File: config.mk
export PLATFORM = sky130hd
export DESIGN_NAME = scc_top
export DESIGN_NICKNAME = d
export VERILOG_FILES = /design/src/scc_pkg.sv /design/src/scc_clk_div.sv /design/src/scc_top.sv
export VERILOG_INCLUDE_DIRS = /design/src /design/src/src
export SDC_FILE = /design/constraint.sdc
export NUM_CORES = 1
export LEC_CHECK = 0
export ABC_AREA = 0
export BUFFER_PORTS_ARGS = -buffer_cell sky130_fd_sc_hd__buf_2
export CAP_MARGIN = 20
export CORE_MARGIN = 10
export CORE_UTILIZATION = 34
export DETAILED_ROUTE_END_ITERATION = 8
export MAX_ROUTING_LAYER = met4
export PLACE_DENSITY_LB_ADDON = 0.08
export SYNTH_ARGS = -nofsm -noshare
export SYNTH_HDL_FRONTEND = slang
export SYNTH_SLANG_ARGS = --single-unit
File: constraint.sdc
create_clock -name i_ref_clk -period 4.9 [get_ports i_ref_clk]
set_input_delay 0.49 -clock i_ref_clk [delete_from_list [all_inputs] [get_ports i_ref_clk]]
set_output_delay 0.49 -clock i_ref_clk [all_outputs]
set_load 0.01 [all_outputs]
File: src/scc_consts.svh
// constants for the serial clock configuration block
`ifndef SCC_CONSTS_SVH
`define SCC_CONSTS_SVH
`define SCC_ADDR_W 8
`define SCC_DATA_W 32
`define SCC_OFS_CTRL 8'h00
`define SCC_OFS_GEN 8'h04
`define SCC_OFS_TXD 8'h08
`define SCC_OFS_RXD 8'h0C
`define SCC_OFS_STAT 8'h10
`define SCC_BIT_SRC 4
`define SCC_BIT_POL 2
`define SCC_BIT_RPH 1
`define SCC_BIT_TPH 0
`define SCC_RST_SRC 1'h0
`define SCC_RST_POL 1'h0
`define SCC_RST_RPH 1'h1
`define SCC_RST_TPH 1'h0
`define SCC_RELOAD_W 6
`define SCC_RST_RELOAD 6'h02
`define SCC_BIT_TRANSMIT_BUFFER_EMPTY 0
`define SCC_BIT_RXBF 1
`define SCC_BIT_BUSY 2
`define SCC_REF_HZ 125000000
`define SCC_SLOW_HZ 2000000
`define SCC_SLOW_DIV (`SCC_REF_HZ / `SCC_SLOW_HZ)
`define SCC_EDGES 16
`endif

File: src/scc_pkg.sv
// types of the serial clock configuration block
package scc_pkg;
   typedef enum logic [0:0] {
      SCC_IDLE,
      SCC_SHIFT
   } scc_state_t;
endpackage

File: src/scc_clk_div.sv
// reload down-counter that paces the serial clock edges
`include "scc_consts.svh"
module scc_clk_div #(
   parameter int RELOAD_W = `SCC_RELOAD_W
) (
   input wire logic i_ref_clk,
   input wire logic i_srst,
   input wire logic i_run,
   input wire logic i_src_en,
   input wire logic [RELOAD_W-1:0] i_reload,
   output logic o_tick
);
   logic [RELOAD_W-1:0] cnt_ff;
   logic [RELOAD_W-1:0] nxt_cnt;
   logic nxt_tick;
   wire logic expire = i_run && i_src_en && (cnt_ff == '0);

   always_comb begin
      nxt_cnt = cnt_ff;
      nxt_tick = 1'b0;
      if (!i_run) begin
         nxt_cnt = i_reload;
      end else if (expire) begin
         nxt_cnt = i_reload;
         nxt_tick = 1'b1;
      end else if (i_src_en) begin
         nxt_cnt = cnt_ff - 1'b1;
      end
   end

   always_ff @(posedge i_ref_clk) begin
      if (i_srst) begin
         cnt_ff <= RELOAD_W'(`SCC_RST_RELOAD);
         o_tick <= 1'b0;
      end else begin
         cnt_ff <= nxt_cnt;
         o_tick <= nxt_tick;
      end
   end
endmodule

File: src/scc_top.sv
// serial clock configuration and byte shifter of the serial master
//
// The implementer's own choice: the plain strobed port.
`include "scc_consts.svh"
module scc_top #(
   parameter int SLOW_DIV = `SCC_SLOW_DIV
) (
   input wire logic i_ref_clk,
   input wire logic i_srst,
   input wire logic [`SCC_ADDR_W-1:0] i_addr,
   input wire logic [`SCC_DATA_W-1:0] i_wr_data,
   input wire logic i_wr,
   input wire logic i_rd,
   output logic [`SCC_DATA_W-1:0] o_rd_data,
   input wire logic i_serial_data_in,
   output logic o_serial_clock_pin,
   output logic o_serial_data_out,
   output logic o_transmit_buffer_empty,
   output logic o_busy
);
   // control and generator registers
   logic clock_source_select_ff;
   logic idle_clock_level_ff;
   logic receive_sample_phase_ff;
   logic transmit_launch_phase_ff;
   logic [`SCC_RELOAD_W-1:0] reload_ff;
   // transfer state
   scc_pkg::scc_state_t state_ff;
   scc_pkg::scc_state_t nxt_state;
   logic [3:0] edge_cnt_ff;
   logic sclk_ff;
   logic mosi_ff;
   logic [7:0] tx_shift_ff;
   logic [7:0] tx_hold_ff;
   logic transmit_buffer_empty_ff;
   logic [7:0] rx_shift_ff;
   logic [7:0] rx_pend_ff;
   logic rx_pend_vld_ff;
   logic [7:0] rx_data_ff;
   logic rxbf_ff;
   logic [`SCC_DATA_W-1:0] rdata_ff;
   // input synchroniser and slow-source prescaler
   logic din_s1_ff;
   logic din_s2_ff;
   logic din_s3_ff;
   logic din_ff;
   logic [7:0] slow_cnt_ff;
   logic slow_en_ff;
   logic tick;

   // address decode
   wire logic sel_ctrl = (i_addr == `SCC_OFS_CTRL);
   wire logic sel_gen = (i_addr == `SCC_OFS_GEN);
   wire logic sel_txd = (i_addr == `SCC_OFS_TXD);
   wire logic sel_rxd = (i_addr == `SCC_OFS_RXD);
   wire logic sel_stat = (i_addr == `SCC_OFS_STAT);
   wire logic wr_ctrl = i_wr && sel_ctrl;
   wire logic wr_gen = i_wr && sel_gen;
   wire logic wr_txd = i_wr && sel_txd;
   wire logic rd_rxd = i_rd && sel_rxd;

   wire logic use_slow = clock_source_select_ff && (reload_ff != '0);
   wire logic src_en = use_slow ? slow_en_ff : 1'b1;

   wire logic shifting = (state_ff == scc_pkg::SCC_SHIFT);
   wire logic last_edge = tick && (edge_cnt_ff == 4'(`SCC_EDGES - 1));
   // sample on odd edges when phase clear, even when set
   wire logic sample_now = tick && (edge_cnt_ff[0] == receive_sample_phase_ff);
   // launch on odd edges when phase set, interior even edges when clear
   wire logic launch_now = tick && (edge_cnt_ff[0] != transmit_launch_phase_ff) && !last_edge;
   wire logic [7:0] rx_next = sample_now ? {rx_shift_ff[6:0], din_ff} : rx_shift_ff;
   // start when idle, chain a pending byte at the end of one
   wire logic start_idle = wr_txd && !shifting;
   wire logic chain = last_edge && !transmit_buffer_empty_ff;
   wire logic load = start_idle || chain;
   wire logic [7:0] load_byte = start_idle ? i_wr_data[7:0] : tx_hold_ff;
   wire logic byte_done = last_edge;

   wire logic [`SCC_DATA_W-1:0] ctrl_word = {27'h0000000, clock_source_select_ff, 1'b0, idle_clock_level_ff,
                                             receive_sample_phase_ff, transmit_launch_phase_ff};
   wire logic [`SCC_DATA_W-1:0] gen_word = {26'h0000000, reload_ff};
   wire logic [`SCC_DATA_W-1:0] stat_word = {29'h00000000, shifting, rxbf_ff, transmit_buffer_empty_ff};
   wire logic [`SCC_DATA_W-1:0] rxd_word = {24'h000000, rx_data_ff};
   wire logic [`SCC_DATA_W-1:0] rd_mux = sel_ctrl ? ctrl_word :
                                         sel_gen ? gen_word :
                                         sel_rxd ? rxd_word :
                                         sel_stat ? stat_word : 32'h00000000;

   always_comb begin
      nxt_state = state_ff;
      case (state_ff)
         scc_pkg::SCC_IDLE: begin
            if (start_idle) begin
               nxt_state = scc_pkg::SCC_SHIFT;
            end
         end
         scc_pkg::SCC_SHIFT: begin
            if (last_edge && transmit_buffer_empty_ff) begin
               nxt_state = scc_pkg::SCC_IDLE;
            end
         end
         default: nxt_state = scc_pkg::SCC_IDLE;
      endcase
   end

   scc_clk_div #(
      .RELOAD_W(`SCC_RELOAD_W)
   ) u_div (
      .i_ref_clk(i_ref_clk),
      .i_srst(i_srst),
      .i_run(shifting && !chain),
      .i_src_en(src_en),
      .i_reload(reload_ff),
      .o_tick(tick)
   );

   // 2 MHz enable; integer divisor so the slow rate is approximate
   always_ff @(posedge i_ref_clk) begin
      if (i_srst) begin
         slow_cnt_ff <= 8'h00;
         slow_en_ff <= 1'b0;
      end else if (slow_cnt_ff == 8'(SLOW_DIV - 1)) begin
         slow_cnt_ff <= 8'h00;
         slow_en_ff <= 1'b1;
      end else begin
         slow_cnt_ff <= slow_cnt_ff + 8'h01;
         slow_en_ff <= 1'b0;
      end
   end

   // pin input: accepted only once stages two and three agree
   always_ff @(posedge i_ref_clk) begin
      if (i_srst) begin
         din_s1_ff <= 1'b0;
         din_s2_ff <= 1'b0;
         din_s3_ff <= 1'b0;
         din_ff <= 1'b0;
      end else begin
         din_s1_ff <= i_serial_data_in;
         din_s2_ff <= din_s1_ff;
         din_s3_ff <= din_s2_ff;
         if (din_s2_ff == din_s3_ff) begin
            din_ff <= din_s3_ff;
         end
      end
   end

   // register writes, only defined bits stored
   always_ff @(posedge i_ref_clk) begin
      if (i_srst) begin
         clock_source_select_ff <= `SCC_RST_SRC;
         idle_clock_level_ff <= `SCC_RST_POL;
         receive_sample_phase_ff <= `SCC_RST_RPH;
         transmit_launch_phase_ff <= `SCC_RST_TPH;
         reload_ff <= `SCC_RST_RELOAD;
      end else begin
         if (wr_ctrl) begin
            clock_source_select_ff <= i_wr_data[`SCC_BIT_SRC];
            idle_clock_level_ff <= i_wr_data[`SCC_BIT_POL];
            receive_sample_phase_ff <= i_wr_data[`SCC_BIT_RPH];
            transmit_launch_phase_ff <= i_wr_data[`SCC_BIT_TPH];
         end
         if (wr_gen) begin
            reload_ff <= i_wr_data[`SCC_RELOAD_W-1:0];
         end
      end
   end

   always_ff @(posedge i_ref_clk) begin
      if (i_srst) begin
         rdata_ff <= 32'h00000000;
      end else begin
         rdata_ff <= i_rd ? rd_mux : 32'h00000000;
      end
   end

   // clock idles at polarity level, toggles per tick
   always_ff @(posedge i_ref_clk) begin
      if (i_srst) begin
         state_ff <= scc_pkg::SCC_IDLE;
         sclk_ff <= `SCC_RST_POL;
         edge_cnt_ff <= 4'h0;
      end else begin
         state_ff <= nxt_state;
         if (!shifting) begin
            sclk_ff <= idle_clock_level_ff;
            edge_cnt_ff <= 4'h0;
         end else if (tick) begin
            sclk_ff <= !sclk_ff;
            edge_cnt_ff <= edge_cnt_ff + 4'h1;
         end
      end
   end

   // phase clear presents the first bit at load time
   always_ff @(posedge i_ref_clk) begin
      if (i_srst) begin
         tx_shift_ff <= 8'h00;
         mosi_ff <= 1'b0;
      end else if (load) begin
         if (transmit_launch_phase_ff) begin
            tx_shift_ff <= load_byte;
         end else begin
            mosi_ff <= load_byte[7];
            tx_shift_ff <= {load_byte[6:0], 1'b0};
         end
      end else if (launch_now) begin
         mosi_ff <= tx_shift_ff[7];
         tx_shift_ff <= {tx_shift_ff[6:0], 1'b0};
      end
   end

   // buffer empty flag; a write while busy parks the byte
   always_ff @(posedge i_ref_clk) begin
      if (i_srst) begin
         transmit_buffer_empty_ff <= 1'b1;
         tx_hold_ff <= 8'h00;
      end else if (wr_txd && shifting) begin
         transmit_buffer_empty_ff <= 1'b0;
         tx_hold_ff <= i_wr_data[7:0];
      end else if (chain) begin
         transmit_buffer_empty_ff <= 1'b1;
      end
   end

   // receive side: a new byte beats a read clearing the full flag
   always_ff @(posedge i_ref_clk) begin
      if (i_srst) begin
         rx_shift_ff <= 8'h00;
         rx_pend_ff <= 8'h00;
         rx_pend_vld_ff <= 1'b0;
         rx_data_ff <= 8'h00;
         rxbf_ff <= 1'b0;
      end else begin
         rx_shift_ff <= rx_next;
         if (byte_done && (!rxbf_ff || rd_rxd)) begin
            rx_data_ff <= rx_next;
            rxbf_ff <= 1'b1;
         end else if (byte_done) begin
            rx_pend_ff <= rx_next;
            rx_pend_vld_ff <= 1'b1;
         end else if (rd_rxd && rx_pend_vld_ff) begin
            rx_data_ff <= rx_pend_ff;
            rx_pend_vld_ff <= 1'b0;
         end else if (rd_rxd) begin
            rxbf_ff <= 1'b0;
         end
      end
   end

   assign o_rd_data = rdata_ff;
   assign o_serial_clock_pin = sclk_ff;
   assign o_serial_data_out = mosi_ff;
   assign o_transmit_buffer_empty = transmit_buffer_empty_ff;
   assign o_busy = state_ff == scc_pkg::SCC_SHIFT;
endmodule

## After elaboration in Yosys (flattened, before gate mapping)

Cells that the tools add are included.

| storage, ports and cells | value |
|---|---|
| logic and storage cells | 130 |
| register bits after elaboration | 112 |

| cells by class | value |
|---|---|
| reduce and logical (&&, ||, !) cells | 46 |
| add/sub/neg operators | 3 |
| equal/unequal tests | 14 |
| mux-type cells | 34 |
| bitwise gates (word level) | 4 |

Operators with widths:

| operator | count |
|---|---|
| 2-to-1 mux 8 bit | 9 |
| 2-to-1 mux 6 bit | 4 |
| logical AND 1 bit | 18 |
| 2-to-1 mux 1 bit | 18 |
| equality test 8 x 4 -> 1 bit (second input constant) | 2 |
| nonzero test 2 bit | 5 |
| adder 8 x 1 -> 8 bit (second input constant) | 1 |
| equality test 8 x 3 -> 1 bit (second input constant) | 1 |
| equality test 8 x 5 -> 1 bit (second input constant) | 1 |
| equality test 8 x 6 -> 1 bit (second input constant) | 1 |
| logical NOT 8 bit | 1 |
| AND reduction 2 bit | 4 |
| OR reduction 2 bit | 4 |
| logical NOT 1 bit | 6 |
| logical NOT 6 bit | 1 |
| nonzero test 6 bit | 1 |
| subtractor 6 x 1 -> 6 bit (second input constant) | 1 |
| 2-to-1 mux 5 bit | 1 |
| OR reduction 5 bit | 1 |
| adder 4 x 1 -> 4 bit (second input constant) | 1 |
| equality test 4 bit (second input constant) | 1 |
| != test 2 x 1 -> 1 bit (second input constant) | 2 |
| != test 2 bit (second input constant) | 2 |
| NOT 1 bit | 4 |
| other kinds (9) | 11 |

## Longest topological paths before layout

Gate-level depths: netlist (run 1).

| depth | value |
|---|---|
| depth after elaboration | 9 |
| mapped depth | 8 |

## Modules after synthesis

From an unflattened synthesis (run 1), not the netlist that was laid out.

| second synthesis, totals | value |
|---|---|
| cells, all modules | 451 |
| area total of the unflattened synthesis | 4307.9 µm² |

By module, submodules not included:

| module | area an instance (µm²) | seq. area each (µm²) | cells each | times used |
|---|---|---|---|---|
| scc_top | 3854.9 | 1621.6 | 398 | 1 |
| scc_clk_div | 452.9 | 140.1 | 53 | 1 |

## Worst setup path before layout (run 1)

OpenSTA, ideal clock, no wires.

| timing path | value |
|---|---|
| path kind | input to register |
| from | input i_addr[4] |
| to | register rx_pend_ff[7] |
| setup time | 0.137 ns |
| stages | 8 |
| path slack | 2.608 ns |
| arrival | 2.155 ns |
| required time | 4.763 ns |
| path buffers | 3 |
| path through | or3_1 > buf_4 > or4_4 > and3_4 > buf_6 > buf_8 > nor2_1 > a211oi_2 |

| on the way | value |
|---|---|
| word-level cells in the longest chain between the ends | 6 |

RTL lines:

| item | line | RTL |
|---|---|---|
| start: declaration | scc_top.sv:10 | `` input wire logic [`SCC_ADDR_W-1:0] i_addr, `` |
| equality test 8 x 4 -> 1 bit (no source line) | - |  |
| logical AND 1 bit | scc_top.sv:60 | `wire logic rd_rxd = i_rd && sel_rxd;` |
| logical OR 1 bit | scc_top.sv:236 | `if (byte_done && (!rxbf_ff \|\| rd_rxd)) begin` |
| logical AND 1 bit | scc_top.sv:236 |  |
| NOT 1 bit (no source line) | - |  |
| AND reduction 2 bit (no source line) | - |  |
| end signal: assignment | scc_top.sv:240 | `rx_pend_ff <= rx_next;` |
| end: declaration | scc_top.sv:37 | `logic [7:0] rx_pend_ff;` |

Every way passes these cells.
A chain may end at the register's enable or synchronous reset.

## Worst setup path in the final report (run 1)

| timing path | value |
|---|---|
| from | input i_addr[4] |
| to | register tx_shift_ff[2] |

| on the way | value |
|---|---|
| word-level cells in the longest chain between the ends | 6 |
| elaborated cells between the ends (all ways) | 8 |
| those cells by class | eq/ne: 1; mux: 3; reduce/logical: 4 |

RTL lines:

| item | line | RTL |
|---|---|---|
| equality test 8 x 4 -> 1 bit (no source line) (*) | - |  |
| logical AND 1 bit (*) | scc_top.sv:59 | `wire logic wr_txd = i_wr && sel_txd;` |
| logical AND 1 bit (*) | scc_top.sv:73 | `wire logic start_idle = wr_txd && !shifting;` |
| 2-to-1 mux 8 bit | scc_top.sv:76 | `wire logic [7:0] load_byte = start_idle ? i_wr_data[7:0] : tx_hold_ff;` |
| 2-to-1 mux 8 bit | scc_top.sv:201 | `if (transmit_launch_phase_ff) begin` |
| 2-to-1 mux 8 bit | scc_top.sv:200 | `end else if (load) begin` |
| end signal: assignment | scc_top.sv:202 | `tx_shift_ff <= load_byte;` |
| end signal: assignment | scc_top.sv:205 | `tx_shift_ff <= {load_byte[6:0], 1'b0};` |
| end signal: assignment | scc_top.sv:209 | `tx_shift_ff <= {tx_shift_ff[6:0], 1'b0};` |
| end: declaration | scc_top.sv:33 | `logic [7:0] tx_shift_ff;` |

Mark *: on every way between the ends. The rest lies on a longest branch, timed or not.

==> results of run 1 <==
[metrics by stage]
| step | setup slack [ns] | cells | total power [mW] | cell area [um2] |
|---|---|---|---|---|
| 2_1_floorplan | 2.61 | 510 | 0.788 | 4340 |
| 3_3_place_gp | 2.05 | 663 | 0.794 | 4410 |
| 3_5_place_dp | 1.99 | 663 | 0.795 | 4410 |
| 4_1_cts | 1.96 | 679 | 1.58 | 4750 |
| 5_1_grt | 2.27 | 680 | 1.61 | 4760 |
| 6_report | 2.45 | 680 | 1.56 | 4760 |
[Yosys cell counts, drive strengths merged, types with 6 or more instances]
library cell / instances / share of area (%)
a211oi: 12 / 3.2
mux2i: 15 / 3.5
buf: 33 / 6.1
nand3: 25 / 3.2
nand2: 53 / 4.7
a31oi: 11 / 1.6
and4: 7 / 1.4
nor2: 56 / 4.9
and3: 8 / 1.3
nor3: 6 / 0.71
inv: 7 / 0.62
clkbuf: 16 / 1.4
dfxtp: 88 / 41
a221oi: 8 / 1.8
nand2b: 7 / 1.0
nor4: 7 / 2.0
a311oi: 6 / 1.2
xor2: 8 / 1.6
a21o: 7 / 1.2
o21ai: 16 / 1.9
a21oi: 36 / 4.6
[power groups by stage]
stage          registers, mW  logic, mW  clock network [mW]
2_1_floorplan          0.737     0.0511                   0
3_3_place_gp           0.738     0.0562                   0
3_5_place_dp           0.738     0.0569                   0
4_1_cts                0.722     0.0570               0.802
5_1_grt                0.722     0.0644               0.829
6_report               0.722     0.0575               0.779
[cells by family after synthesis]
family	count (synthesis)	synth area share, %
and+or+nand+nor	193	23.3
adders and majority gates	4	1.18
AOI/OAI and AO/OA	118	19.9
xor gates and xnor gates	12	2.47
buffers and inverters	56	8.08
other	1	0.0881
muxes	15	3.53
DFF	88	41.4
[layer usage]
metal	routed length, um	GRT usage (%)	up-vias
met1	5350	16.5	1644
li1	-	-	1761
met3	611	3.28	15
met2	4370	17.3	84
met5	0	-	-
met4	165	5.62	0
[worst max-delay path, stage by stage]
cell	delay, ns
buf_2	0.10
or3_1	0.60
or4_1	0.88
and4_1	0.32
a31oi_1	0.15
a311oi_1	0.11
[worst max path at each step]
stage	end	depth (start not counted)	slack [ns]	from
3_3_place_gp	tx_shift_ff[0]	6	2.05	edge_cnt_ff[0]
5_1_grt	u_div.cnt_ff[5]	6	2.27	edge_cnt_ff[0]
6_report	tx_shift_ff[2]	6	2.45	i_addr[4]
2_1_floorplan	rx_pend_ff[7]	8	2.61	i_addr[4]
4_1_cts	tx_shift_ff[0]	6	1.96	edge_cnt_ff[0]
3_5_place_dp	tx_shift_ff[0]	6	1.99	edge_cnt_ff[0]
[final cells by class]
cell class / count / area (um2) / share of cell area (%)
Timing Repair Buffer: 35 / 183 / 3.84
Multi-Input combinational cell: 366 / 2240 / 47.0
Sequential cell: 88 / 1760 / 37.0
Tap cell: 168 / 210 / 4.42
Clock inverter: 4 / 75.1 / 1.58
Clock buffer: 12 / 267 / 5.60
Inverter: 7 / 26.3 / 0.552
[flip-flops by register name, indices dropped and copies added (netlist names), 4 cells and up]
register / count
edge_cnt_ff: 4
o_rd_data: 8
reload_ff: 6
rx_data_ff: 8
rx_pend_ff: 8
rx_shift_ff: 8
slow_cnt_ff: 8
tx_hold_ff: 8
tx_shift_ff: 8
u_div.cnt_ff: 6
==> results.py, run 1 <==
metrics = {
    "sta": {
        "period_needed_ns": 2.45,
        "period_share_pct": 50.1,
        "slew_violations": 0,
        "clock_skew_ns": 0.0104,
        "max_freq_mhz": 408,
        "whs_ns": 0.352,
        "tns_ns": 0,
        "slew_headroom_pct": 41.5,
        "rsz0062_at_grt": "false",
        "finalHoldViolCount": 0,
        "setup_violations": 0,
        "worst_pin_slew_ns": 0.877,
    },
    "placed_design": {
        "dp_hpwl_mm": 7.57,
        "port-buffer-count": 32,
        "gp_congestion": 0.831,
    },
    "run_status": {
        "status": "finished, final reports clean",
    },
    "synth": {
        "ys_ff_latch": 88,
        "syn_avg_cell_area_um2": 8.74,
        "synth_cell_types": 59,
        "async_flop_share_pct": 0,
        "synth-main-ff-cell": "dfxtp_1",
        "netlist_area_um2": 4260,
        "synthesis.instances": 487,
        "ys_seq_area_share_pct": 41.4,
        "synth_edf_count": 0,
        "yosys_warnings": 0,
    },
    "cells_and_area": {
        "nets": 556,
        "final_cell_mix": "88 x dfxtp_1, 56 x nor2_1, 53 x nand2_1",
        "syn_to_final_growth_pct": 11.8,
        "fin_util_pct": 39.3,
        "insertedDiodeCount": 0,
        "final_common_cell": "dfxtp_1",
        "drive_gt1_share_pct": 13.9,
        "n_fill_cell": 1254,
    },
    "clock_tree": {
        "numCtsBuffers": 9,
        "cts_root_buffer": "clkbuf_16",
        "clk_latency_ns": 0.35,
        "cts_buffer_depth": 2,
        "cts_tree": "built",
        "cts.sinks": 88,
        "cts_resized": 0,
        "cts_setup_buffers": 0,
        "hold_buffers": 0,
        "path_clk_slew_ns": 0.07,
        "htreeDepth": 3,
    },
    "worst_setup_path": {
        "r2r-end": "u_div.cnt_ff[5]",
        "regToRegStartpoint": "edge_cnt_ff[0]",
        "cp_data_arrival_time_ns": 2.66,
        "cp.required_ns": 5.11,
        "reg2reg_depth": 6,
        "cp-start-kind": "primary input",
        "cp-end-kind": "flop",
        "path_max_fanout": 16,
        "r2r_slack_ns": 2.51,
        "crit_type": "in2reg",
    },
    "die": {
        "die_x_um": 132,
        "io_pins": 81,
        "core-area_um2": 12100,
        "start_util_pct": 35.1,
        "die_area_um2": 17400,
        "die_h_um": 132,
        "rows": 40,
    },
    "min_path": {
        "hold_path_class": "in2reg",
        "min_from": "i_serial_data_in",
        "worst_hold_path.num_cells": 2,
        "worstHoldEndpoint": "din_s1_ff",
    },
    "power": {
        "ir_drop_mv": 0.147,
        "p_switching_uw": 336,
        "seqPwrFrac_pct": 46.3,
        "leakage_nw": 1.74,
        "power_frac_clock_pct": 50.0,
        "swShare_pct": 21.6,
        "combPwrFrac_pct": 3.7,
        "intPower_mw": 1.22,
        "power.density_nw_per_um2": 327,
    },
    "route": {
        "ant_nets": 0,
        "drt-initial-drc-count": 253,
        "wl_mm": 10.5,
        "via_per_inst": 5.15,
        "post_drt_wl_per_cell_um": 15.4,
        "vias": 3504,
        "dr.pass1.iters": 4,
        "remaining_drc_errors": 0,
    },
    "global_route": {
        "grt_overflow_total": 0,
        "grt_max_degree": 35,
        "grtUsageTotal_pct": 12.5,
        "antenna_found_initial": 0,
        "grt_pass1_vias": 3391,
        "grt_pass1_wl_mm": 17.7,
    },
    "flow_run": {
        "maxCapViolations": 0,
    },
}
Note: power is estimated with default switching activity, not from simulation.
==> run 2, diff against run 1 <==
- clock period: 4.9 -> 2.55 ns (I/O delays scaled with it)
==> run 2 against run 1 <==
  * Worst setup slack lost 1.9 ns
  * Core utilization grew 0.51 points
  * Final area is 1.3% higher
  * First-iteration DRC count shrank 20%
  * Critical path depth unchanged
  * Critical path type is now reg2reg
  * Sequential cell count unchanged
==> results.py, run 2 (synthesis results as in run 1) <==
metrics = {
    "run_status": {
        "status": "finished, final reports clean",
    },
    "worst_setup_path": {
        "cp-start-kind": "flop",
        "cp_data_arrival_time_ns": 2.24,
        "r2r_slack_ns": 0.53,
        "cp.required_ns": 2.77,
        "path_max_fanout": 5,
        "slowest_stage": "o21ai_0",
        "path_cells": "ha_1 > nand4_1 > o21ai_0 > a21o_1 > mux2i_1 > a21oi_1",
        "reg2reg_depth": 6,
        "r2r-end": "u_div.cnt_ff[5]",
        "cpPeakStageDelay_ns": 0.47,
        "crit_type": "reg2reg",
        "cp-end-kind": "flop",
        "cp_top_family": "compound AO/OA/AOI/OAI gates",
        "regToRegStartpoint": "edge_cnt_ff[0]",
        "path_buf_inv": 0,
    },
    "global_route": {
        "grtUsageTotal_pct": 12.9,
        "grt_max_degree": 40,
        "grt_pass1_wl_mm": 18.1,
        "grt_overflow_total": 0,
        "grt_pass1_vias": 3431,
        "antenna_found_initial": 0,
    },
    "clock_tree": {
        "cts_tree": "built",
        "cts_buffer_depth": 2,
        "path_clk_slew_ns": 0.07,
        "cts_root_buffer": "clkbuf_16",
        "htreeDepth": 3,
        "cts_resized": 0,
        "clk_latency_ns": 0.34,
        "cts.sinks": 88,
        "cts_setup_buffers": 0,
        "numCtsBuffers": 9,
        "hold_buffers": 0,
    },
    "route": {
        "dr.pass1.iters": 4,
        "via_per_inst": 5.09,
        "remaining_drc_errors": 0,
        "wl_mm": 10.8,
        "drt-initial-drc-count": 202,
        "ant_nets": 0,
        "post_drt_wl_per_cell_um": 15.6,
        "vias": 3537,
    },
    "min_path": {
        "min_from": "i_serial_data_in",
        "worstHoldEndpoint": "din_s1_ff",
        "hold_path_class": "in2reg",
        "worst_hold_path.num_cells": 2,
    },
    "sta": {
        "finalHoldViolCount": 0,
        "tns_ns": 0,
        "setup_violations": 0,
        "slew_headroom_pct": 58.4,
        "clock_skew_ns": 0.00618,
        "max_freq_mhz": 494,
        "worst_pin_slew_ns": 0.620,
        "period_share_pct": 79.3,
        "rsz0062_at_grt": "false",
        "slew_violations": 0,
        "period_needed_ns": 2.02,
    },
    "power": {
        "seqPwrFrac_pct": 50.3,
        "ir_drop_mv": 0.320,
        "swShare_pct": 24.4,
        "power.density_nw_per_um2": 571,
        "p_switching_uw": 671,
        "intPower_mw": 2.08,
        "leakage_nw": 1.80,
        "power_frac_clock_pct": 45.4,
        "combPwrFrac_pct": 4.3,
    },
    "cells_and_area": {
        "insertedDiodeCount": 0,
        "fin_util_pct": 39.8,
        "syn_to_final_growth_pct": 13.3,
        "drive_gt1_share_pct": 16.3,
        "final_cell_mix": "88 x dfxtp_1, 56 x nor2_1, 53 x nand2_1",
        "final_common_cell": "dfxtp_1",
        "nets": 571,
    },
    "die": {
        "start_util_pct": 35.1,
        "die_area_um2": 17400,
        "core-area_um2": 12100,
        "die_h_um": 132,
        "io_pins": 81,
        "rows": 40,
        "die_x_um": 132,
    },
    "placed_design": {
        "port-buffer-count": 32,
        "gp_congestion": 0.846,
        "dp_hpwl_mm": 7.88,
    },
    "flow_run": {
        "maxCapViolations": 0,
    },
}
## run 2: power by group through the flow
| stage | Sequential, mW | Clock [mW] | Combinational [mW] |
|---|---|---|---|
| after floorplan | 1.42 | 0 | 0.0981 |
| after global placement | 1.42 | 0 | 0.116 |
| after detailed placement | 1.42 | 0 | 0.116 |
| after CTS | 1.39 | 1.29 | 0.117 |
| after global routing | 1.39 | 1.35 | 0.131 |
| final | 1.39 | 1.25 | 0.118 |
## run 2: final cells by class
cell class / count / area, um2
clock buffer: 9 / 225
sequential: 88 / 1760
fill: 1243 / 7290
tap: 168 / 210
clock inverter: 7 / 52.6
timing repair buffer: 50 / 308
inverter: 7 / 26.3
multi-input combinational: 366 / 2240
## run 2: metal layers
| metal | track usage, % | wire length [um] |
|---|---|---|
| met1 | 17.0 | 5500 |
| met2 | 18.2 | 4640 |
| met3 | 4.12 | 528 |
| met4 | 3.77 | 142 |
| met5 | - | 0 |
## run 2: worst max-delay path by stage
stage,startpoint,cells after the start,endpoint
final,edge_cnt_ff[0],6,u_div.cnt_ff[5]
after global routing,edge_cnt_ff[0],7,o_serial_data_out
after CTS,edge_cnt_ff[0],6,u_div.cnt_ff[5]
after detailed placement,i_addr[2],7,tx_shift_ff[5]
after global placement,i_addr[2],7,tx_shift_ff[5]
after floorplan,i_addr[4],8,rx_pend_ff[7]
## run 2: worst register-to-register path, delay by kind of cell (launching register included)
kind	cells	cell delay [ns]
compound gates	3	0.78
flops	1	0.45
fa+ha+maj	1	0.26
mux	1	0.24
simple gates	1	0.17
## run 2: stage by stage
stage / cell area (um2) / hold slack, ns / std cells / worst slack (ns) / total power, mW
detailed placement: 4540 / 0.426 / 679 / 0.227 / 1.53
global route: 4820 / 0.145 / 695 / 0.384 / 2.87
finish: 4820 / 0.122 / 695 / 0.527 / 2.75
global placement: 4540 / 0.428 / 679 / 0.219 / 1.53
CTS: 4820 / 0.113 / 695 / 0.545 / 2.79
floorplan: 4340 / 0.383 / 510 / 0.493 / 1.51
